## config.mk

```make
export PLATFORM = sky130hd
export DESIGN_NAME = cfri_top
export DESIGN_NICKNAME = d
export VERILOG_FILES = /design/src/rtl/cfri_pkg.sv /design/src/rtl/cfri_window.sv /design/src/rtl/cfri_top.sv
export SDC_FILE = /design/constraint.sdc
export NUM_CORES = 1
export LEC_CHECK = 0
export BUFFER_PORTS_ARGS = -buffer_cell sky130_fd_sc_hd__clkbuf_2
export CORE_MARGIN = 1.5
export CORE_UTILIZATION = 55
export DETAILED_ROUTE_END_ITERATION = 12
export GPL_ROUTABILITY_DRIVEN = 0
export PLACE_DENSITY_LB_ADDON = 0.08
export SETUP_SLACK_MARGIN = 0.02
export SLEW_MARGIN = 40
export SYNTH_ARGS = -nofsm -noshare
export SYNTH_HDL_FRONTEND = slang
export SYNTH_SLANG_ARGS = --single-unit
export TNS_END_PERCENT = 100
```

## constraint.sdc

```tcl
create_clock -name i_clk_sys -period 2.5 [get_ports i_clk_sys]
set_input_delay 0.125 -clock i_clk_sys [delete_from_list [all_inputs] [get_ports i_clk_sys]]
set_output_delay 0.125 -clock i_clk_sys [all_outputs]
set_load 0.01 [all_outputs]
```

## src/rtl/cfri_pkg.sv

```systemverilog
// Purpose: shared constants for the card feed release interlock
// Assumes: 250 MHz system clock, times given in milliseconds
// Notes:   long counts are overridable parameters of the top module
package cfri_pkg;
   localparam int unsigned CLK_HZ          = 250_000_000;
   localparam int unsigned READ_GAIN_MS    = 21;  // read release gain
   localparam int unsigned PUNCH_GAIN_MS   = 37;  // punch release gain
   localparam int unsigned READ_CYC        = READ_GAIN_MS * (CLK_HZ / 1000);
   localparam int unsigned PUNCH_CYC       = PUNCH_GAIN_MS * (CLK_HZ / 1000);
   localparam int unsigned CNT_W           = 24;
   localparam int unsigned ADDR_W          = 14;
   localparam int unsigned LEN_W           = 4;
   localparam logic [3:0]  SYNC_INIT       = 4'h0;

   // feed sequencer states, one-hot
   typedef enum logic [2:0]
   {
      CF_IDLE  = 3'b001,
      CF_WAIT  = 3'b010,
      CF_STOP  = 3'b100
   } cfri_state_e;

   // storage cycles taken by an instruction of given length
   function automatic logic [LEN_W:0] cfri_cycles(input logic [LEN_W-1:0] len);
      cfri_cycles = {1'b0, len} + {{LEN_W{1'b0}}, 1'b1};
   endfunction
endpackage

```

## src/rtl/cfri_window.sv

```systemverilog
// Purpose: one release window: feed start, deadline timer, overrun stop
// Assumes: issue and honour strobes are one-cycle pulses on i_clk_sys
// Notes:   i_station comes from the synchronised station-ready pin
module cfri_window
   import cfri_pkg::*;
#(
   parameter int unsigned WIN_CYC = READ_CYC
)
(
   input  wire logic              i_clk_sys,
   input  wire logic              i_srst,
   input  wire logic              i_ce,
   input  wire logic              i_release,   // early feed issued
   input  wire logic              i_honour,    // matching read/punch
   input  wire logic              i_station,   // station ready, synced
   output logic                   o_feed,      // feed start pulse
   output logic                   o_pending,   // interlock released
   output logic                   o_overrun,   // overrun stop pulse
   output logic                   o_late       // window time exceeded
);
   cfri_state_e            state_r;
   logic [CNT_W-1:0]       cnt_r;

   // window sequencer
   always_ff @(posedge i_clk_sys)
   begin
      if (i_srst)
         state_r <= CF_IDLE;
      else if (i_ce)
      begin
         case (state_r)
            CF_IDLE:
               if (i_release)
                  state_r <= CF_WAIT;
            CF_WAIT:
               if (i_honour)
                  state_r <= CF_IDLE;
               else if (i_station)
                  state_r <= CF_STOP;
            CF_STOP:
               state_r <= CF_IDLE;
            default:
               state_r <= CF_IDLE;
         endcase
      end
   end

   // elapsed time since release
   always_ff @(posedge i_clk_sys)
   begin
      if (i_srst)
         cnt_r <= '0;
      else if (i_ce)
      begin
         if (state_r != CF_WAIT)
            cnt_r <= '0;
         else if (cnt_r != CNT_W'(WIN_CYC))
            cnt_r <= cnt_r + CNT_W'(1);
      end
   end

   // registered outputs
   always_ff @(posedge i_clk_sys)
   begin
      if (i_srst)
      begin
         o_feed    <= 1'b0;
         o_pending <= 1'b0;
         o_overrun <= 1'b0;
         o_late    <= 1'b0;
      end
      else if (i_ce)
      begin
         o_feed    <= (state_r == CF_IDLE) && i_release;
         o_pending <= (state_r == CF_WAIT) && !i_honour && !i_station;
         o_overrun <= (state_r == CF_WAIT) && !i_honour && i_station;
         o_late    <= (state_r == CF_WAIT) && (cnt_r == CNT_W'(WIN_CYC));
      end
   end
endmodule // cfri_window

```

## src/rtl/cfri_top.sv

```systemverilog
// Purpose: read and punch start-time interlock release control
// Assumes: instruction decode strobes are same-clock one-cycle pulses
// Notes:   station-ready pins come from the feed mechanism, async
//
// Operation
// - early read feed releases read interlock, about 21 ms more processing
// - early read feed also starts the read feed, next card advances
// - late read: card to reject pocket, machine stops, reader light on
// - after read overrun stop, address register points past late instr
// - early punch feed releases punch interlock, 37 ms, starts feed
// - late punch: card passes unpunched, stop, prior card unchecked
// - after punch overrun stop, address register points past late instr
// - early punch feed with feed-read modifier starts feed-read brushes
// - word marks kept, length plus one cycles, then next sequential instr
module cfri_top
   import cfri_pkg::*;
#(
   parameter int unsigned READ_WIN  = READ_CYC,
   parameter int unsigned PUNCH_WIN = PUNCH_CYC
)
(
   input  wire logic              i_clk_sys,
   input  wire logic              i_srst,
   input  wire logic              i_ce,
   input  wire logic              i_early_read_feed_instr,
   input  wire logic              i_early_punch_feed_instr,
   input  wire logic              i_feed_read_mod,
   input  wire logic              i_read_card,
   input  wire logic              i_punch_card,
   input  wire logic [LEN_W-1:0]  i_instr_len,
   input  wire logic [ADDR_W-1:0] i_instr_addr,
   input  wire logic              i_read_row9_ready,
   input  wire logic              i_punch_row12_ready,
   output logic                   o_read_feed,
   output logic                   o_punch_feed,
   output logic                   o_feed_read_brush,
   output logic                   o_read_released,
   output logic                   o_punch_released,
   output logic                   o_reject_pocket,
   output logic                   o_machine_stop,
   output logic                   o_reader_light,
   output logic                   o_skip_check,
   output logic                   o_read_late,
   output logic                   o_punch_late,
   output logic                   o_wordmark_we,
   output logic                   o_instr_done,
   output logic [ADDR_W-1:0]      o_next_sequential_instruction
);
   logic [2:0]        rd_sync_r;
   logic [2:0]        pn_sync_r;
   logic              rd_stn_r;
   logic              pn_stn_r;
   logic              rd_pend;
   logic              pn_pend;
   logic              rd_over;
   logic              pn_over;
   logic              rd_feed;
   logic              pn_feed;
   logic              rd_late;
   logic              pn_late;
   logic              brush_arm_r;
   logic [LEN_W:0]    busy_r;
   logic [ADDR_W-1:0] cur_addr_r;
   logic [ADDR_W-1:0] nsi_r;

   // three-stage synchronisers, change taken when stages two and three agree
   always_ff @(posedge i_clk_sys)
   begin
      if (i_srst)
      begin
         rd_sync_r <= SYNC_INIT[2:0];
         pn_sync_r <= SYNC_INIT[2:0];
         rd_stn_r  <= 1'b0;
         pn_stn_r  <= 1'b0;
      end
      else if (i_ce)
      begin
         rd_sync_r <= {rd_sync_r[1:0], i_read_row9_ready};
         pn_sync_r <= {pn_sync_r[1:0], i_punch_row12_ready};
         if (rd_sync_r[1] == rd_sync_r[2])
            rd_stn_r <= rd_sync_r[2];
         if (pn_sync_r[1] == pn_sync_r[2])
            pn_stn_r <= pn_sync_r[2];
      end
   end

   // read release window
   cfri_window #(.WIN_CYC(READ_WIN)) u_read
   (
      .i_clk_sys (i_clk_sys),
      .i_srst    (i_srst),
      .i_ce      (i_ce),
      .i_release (i_early_read_feed_instr),
      .i_honour  (i_read_card),
      .i_station (rd_stn_r),
      .o_feed    (rd_feed),
      .o_pending (rd_pend),
      .o_overrun (rd_over),
      .o_late    (rd_late)
   );

   // punch release window
   cfri_window #(.WIN_CYC(PUNCH_WIN)) u_punch
   (
      .i_clk_sys (i_clk_sys),
      .i_srst    (i_srst),
      .i_ce      (i_ce),
      .i_release (i_early_punch_feed_instr),
      .i_honour  (i_punch_card),
      .i_station (pn_stn_r),
      .o_feed    (pn_feed),
      .o_pending (pn_pend),
      .o_overrun (pn_over),
      .o_late    (pn_late)
   );

   // feed starts and interlock release flags
   always_ff @(posedge i_clk_sys)
   begin
      if (i_srst)
      begin
         o_read_feed      <= 1'b0;
         o_punch_feed     <= 1'b0;
         o_read_released  <= 1'b0;
         o_punch_released <= 1'b0;
         o_read_late      <= 1'b0;
         o_punch_late     <= 1'b0;
      end
      else if (i_ce)
      begin
         o_read_feed      <= rd_feed;
         o_punch_feed     <= pn_feed;
         o_read_released  <= rd_pend;
         o_punch_released <= pn_pend;
         o_read_late      <= rd_late;
         o_punch_late     <= pn_late;
      end
   end

   // feed-read brushes armed by modifier on early punch feed
   always_ff @(posedge i_clk_sys)
   begin
      if (i_srst)
      begin
         brush_arm_r       <= 1'b0;
         o_feed_read_brush <= 1'b0;
      end
      else if (i_ce)
      begin
         if (i_early_punch_feed_instr)
            brush_arm_r <= i_feed_read_mod;
         o_feed_read_brush <= pn_feed && brush_arm_r;
      end
   end

   // overrun stop: stop and light sticky until reset, reset wins; reject and skip check pulse
   always_ff @(posedge i_clk_sys)
   begin
      if (i_srst)
      begin
         o_machine_stop  <= 1'b0;
         o_reader_light  <= 1'b0;
         o_reject_pocket <= 1'b0;
         o_skip_check    <= 1'b0;
      end
      else if (i_ce)
      begin
         o_reject_pocket <= rd_over;
         o_skip_check    <= pn_over;
         if (rd_over || pn_over)
            o_machine_stop <= 1'b1;
         if (rd_over)
            o_reader_light <= 1'b1;
      end
   end

   // instruction timing: length plus one storage cycles
   always_ff @(posedge i_clk_sys)
   begin
      if (i_srst)
      begin
         busy_r        <= '0;
         cur_addr_r    <= '0;
         o_instr_done  <= 1'b0;
         o_wordmark_we <= 1'b0;
      end
      else if (i_ce)
      begin
         o_wordmark_we <= 1'b0;  // word marks never written
         o_instr_done  <= 1'b0;
         if (i_early_read_feed_instr || i_early_punch_feed_instr)
         begin
            busy_r     <= cfri_cycles(i_instr_len);
            cur_addr_r <= i_instr_addr;
         end
         else if (busy_r != '0)
         begin
            busy_r       <= busy_r - (LEN_W+1)'(1);
            o_instr_done <= (busy_r == (LEN_W+1)'(1));
         end
      end
   end

   // next sequential instruction address, also reloaded on the first overrun stop
   always_ff @(posedge i_clk_sys)
   begin
      if (i_srst)
         nsi_r <= '0;
      else if (i_ce)
      begin
         if (i_early_read_feed_instr || i_early_punch_feed_instr)
            nsi_r <= i_instr_addr + ADDR_W'(i_instr_len);
         else if ((rd_over || pn_over) && !o_machine_stop)
            nsi_r <= i_instr_addr + ADDR_W'(i_instr_len);
      end
   end

   always_ff @(posedge i_clk_sys)
   begin
      if (i_srst)
         o_next_sequential_instruction <= '0;
      else if (i_ce)
         o_next_sequential_instruction <= nsi_r;
   end

   // checks
   a_read_stop: assert property (@(posedge i_clk_sys) disable iff (i_srst)
      i_ce && rd_over |=> o_reject_pocket && o_machine_stop && o_reader_light)
      else $error("read overrun did not stop");
   a_punch_stop: assert property (@(posedge i_clk_sys) disable iff (i_srst)
      i_ce && pn_over |=> o_machine_stop && o_skip_check)
      else $error("punch overrun did not stop");
   a_read_feed: assert property (@(posedge i_clk_sys) disable iff (i_srst)
      i_ce && rd_feed |=> o_read_feed)
      else $error("read feed missing");
   a_punch_feed: assert property (@(posedge i_clk_sys) disable iff (i_srst)
      i_ce && pn_feed |=> o_punch_feed)
      else $error("punch feed missing");
   a_read_rel: assert property (@(posedge i_clk_sys) disable iff (i_srst)
      i_ce && rd_pend |=> o_read_released)
      else $error("read release missing");
   a_wm_kept: assert property (@(posedge i_clk_sys) disable iff (i_srst)
      !o_wordmark_we)
      else $error("word mark written");
   a_brush_mod: assert property (@(posedge i_clk_sys) disable iff (i_srst)
      o_feed_read_brush |-> o_punch_feed)
      else $error("brush without punch feed");
   a_stop_sticky: assert property (@(posedge i_clk_sys) disable iff (i_srst)
      o_machine_stop |=> o_machine_stop)
      else $error("stop dropped");
endmodule // cfri_top

```

==> impl_summary.log <==
INFO  metric status = finished clean
INFO  metric worst_hold_path_stage_count = 3
INFO  metric design.portCount = between 50 and 60
INFO  metric htree_levels = 4
INFO  metric net_count_after_synthesis = 721
INFO  metric layout_worst_path_cycle_share = 86.7%
INFO  metric areaGrowthSynthToFinish = 21.0%
INFO  metric worst-endpoint-arrival = approximately 2.6 ns
INFO  metric cp_max_fo = 19
INFO  metric route.detailed.vias_per_inst = slightly above 6
INFO  metric detail_placement_hpwl = 9270 um
INFO  metric grt_setup_unrepaired = no
INFO  metric first_iter_violations = 360
INFO  metric buffer_ports.inserted = 53
INFO  metric cts_root_buffer = clkbuf_8
INFO  metric yosysTopAreaCellShare = 40.9%
INFO  metric clkLatencyLatePin = approximately 0.52 ns
INFO  metric finClkSkew = between 0.007 and 0.008 ns
INFO  metric drive_above_1_share = ~15%
INFO  metric tightest_slew = 0.813 ns
INFO  metric post_synth_num_cell_types = 62
INFO  metric wl_per_cell = between 15 and 20 um
INFO  metric die_y = 105 um
INFO  metric critical_path.cell_chain = or4b_1 > or4_4 > o21ai_4 > buf_12 > o31ai_1 > a21oi_1
INFO  metric syn-cell-area = around 5700 um2
INFO  metric final_cell_area = just under 7000 um2
INFO  metric synth_ff_type = dfxtp_1
INFO  metric post_synth_edffs = 0
INFO  metric antenna_found_initial = 0
INFO  metric slew_viol_final = 0
INFO  metric placement_rows = 36
INFO  metric core_area = between 9000 and 10000 um2
INFO  metric synthArstFlopShare = 0%
INFO  metric post-synth-top-area-cell = dfxtp_1
INFO  metric report.final.hold_viol_count = 0
INFO  metric die_w = between 100 and 150 um
INFO  metric floorplan.initialDensity = 57.3%
INFO  metric fin_nets = 794
INFO  metric maxClockFrequency = 462 MHz
INFO  metric p_per_area = 678 nW/um2
INFO  metric drt_drc_violations_left = 0
INFO  metric cts_tree = done
INFO  metric finalSetupViolCount = 0
INFO  metric min_delay_worst_endpoint = nsi_r[8]
INFO  metric worst_min_path_class = in2reg
INFO  metric placed_cell_area = slightly above 6000 um2
INFO  metric timing.reg2reg.setup_slack = approximately 0.33 ns
INFO  metric cts.reportedPaths.clkPinSlew = 0.05 ns
INFO  metric min_from = i_instr_addr[8]
INFO  metric worstRegToRegCells = 6
INFO  metric worst_path_dominant_cell_family = simple AND/OR/NAND/NOR gates
INFO  metric headroom_to_the_max_slew_limit = 45.4%
INFO  metric vias = approximately 5400
INFO  metric globalRouteTotalUtil = 26.7%
INFO  metric cts_setup_buffers = 0
INFO  metric clock_path_buffers = 2
INFO  metric worstSetupStartpointType = register
INFO  metric seq_area_frac_synth = about two fifths
INFO  metric max_vdd_drop = around 0.53 mV
INFO  metric cp.buffers_inverters = 1
INFO  metric cap_viol_max_count = 0
INFO  metric n_antenna_cell = 0
INFO  metric yosys_warnings = 0
INFO  metric grt_overflow_total = 0
INFO  metric timing.critical_path.to_type = register
INFO  metric first_global_vias = about 5100
INFO  metric critical_path.slowest_cell = or4b_1
INFO  metric ant_nets = 0
INFO  metric finalSetupTns = 0 ns
INFO  metric critical_path_data_required_time = about 2.9 ns
INFO  metric power.leakage = ~0.0026 uW
INFO  metric cts_buffers = 17
INFO  metric reg2reg_from = u_punch.cnt_r[17]
INFO  metric fin_crit = 2.17 ns
INFO  metric totalWireLength = between 10000 and 15000 um
INFO  metric largest_net_degree_at_the_start_of_global_routing = 59
INFO  metric number_of_storage_elements_in_the_synthesis_netlist = between 100 and 150
INFO  metric fp.dieArea = around 11000 um2
INFO  metric worstSetupPathType = reg2reg
INFO  metric synth_cells = a little under 700
INFO  metric drtPass1Iterations = 5
INFO  metric grt_first_pass_wirelength = about 24000 um
INFO  metric critical-path-max-stage-delay = approximately 0.52 ns
INFO  metric r2r_end = u_punch.cnt_r[14]
INFO  metric worst_setup_path_startpoint = u_punch.cnt_r[17]
INFO  metric synth_area_leaders = dfxtp_1 41%, mux2i_1 5.8%, a21oi_1 5.6%
INFO  metric tritoncts_num_sinks = 116
INFO  metric avgSynthCellArea = around 8.3 um2
==> metrics by stage <==
stage                     instances  setup WS, ns  hold WS [ns]  utilization [%]  total power, uW
after global routing            900         0.303       0.00596             69.4             4830
after global placement          850         0.474         0.366             61.6             2300
after floorplan                 681         0.471         0.272                -             2210
after detailed placement        850         0.411         0.380             61.6             2320
after CTS                       900         0.362       0.00729             69.4             4690
final                           900         0.334        0.0339             69.4             4660
==> tightest hold or removal path: stages <==
cell      delay, ns
clkbuf_2       0.13
xnor2_1        0.16
a211oi_1       0.08
==> placed cells by master, fill, tap and decap left out, drive strengths merged, types with 9 or more instances in the layout <==
master	synthesis	routed
dfxtp	116	116
nor2	83	83
clkbuf	26	72
a21oi	63	63
nand2	54	54
o21ai	44	44
mux2i	33	33
nand3	28	28
buf	11	22
a31oi	18	18
dlygate4sd3	0	18
a211oi	17	17
inv	16	16
nor3	15	15
nand4	13	13
o211ai	12	12
o31ai	11	11
ha	11	11
or3	10	10
and3	10	10
xnor2	10	10
nor3b	10	10
or4	9	9
==> timing repair <==
item | 4_1_cts | 5_1_grt
hold endpoints to repair | 21 | 0
resized for setup | 0 | 0
hold buffers | 18 | 0
==> area by class of cell <==
class	count	area, um2
sequential	116	2320
fill	791	3040
multi-input combinational	511	3120
tap	133	166
clock buffer	21	459
timing repair buffer	91	611
clock inverter	11	128
inverter	17	63.8
==> synth_stat cells (4+ instances only) <==
master and count:
a211oi_1 17, o21ai_1 12, a41oi_1 4, o21ai_0 31
o31ai_1 11, a31oi_1 18, dfxtp_1 116, ha_1 11
nor4bb_1 4, a21o_1 4, o211ai_1 11, nand3_1 28
and4_1 6, nor2_1 83, a22oi_1 5, xnor2_1 10
nand4_1 13, mux2i_1 33, or3_1 10, inv_1 16
a21oi_1 63, nor3_1 14, or4_1 8, nand2_1 54
nor3b_1 8, and3_1 10, clkbuf_1 26
==> power by group <==
group          leakage, uW  internal (uW)  switching (uW)
clock network     0.000280           1500             858
logic              0.00139            157             218
registers         0.000941           1900            32.6
==> worst max path at each step <==
| stage | end | cells past startpoint |
|---|---|---|
| after global routing | u_punch.cnt_r[14] | 6 |
| after floorplan | u_punch.cnt_r[23] | 7 |
| after global placement | u_punch.cnt_r[10] | 5 |
| after detailed placement | u_punch.cnt_r[14] | 6 |
| final | u_punch.cnt_r[14] | 6 |
| after CTS | u_punch.cnt_r[14] | 6 |
==> registers in the layout, summed over array words and instances (netlist names), 3 cells and up <==
name,count
busy_r,5
nsi_r,14
o_next_sequential_instruction,14
pn_sync_r,3
rd_sync_r,3
u_punch.cnt_r,24
u_punch.state_r,3
u_read.cnt_r,24
u_read.state_r,3
==> metal layers <==
metal	vias to the layer above	global-route usage (%)	share of wire (%)
met1	2566	33.8	43
met5	-	0	0
met2	185	43.1	48
met3	27	7.05	6.3
met4	0	11.2	1.8
li1	2654	-	-
==> kinds of logic (layout without fill, tap and decap cells) <==
logic type                 after synthesis  count (layout)  share of synthesized area, %
xor gates and xnor gates                11              11                          1.70
other                                    1               1                        0.0660
AOI/OAI and AO/OA                      190             190                          20.6
buffers and inverters                   54             140                          4.16
muxes                                   33              33                          5.82
adders and majority gates               12              12                          2.78
and+or+nand+nor                        264             264                          23.9
DFF                                    116             116                          40.9
Power figures use the tool's default switching activity.
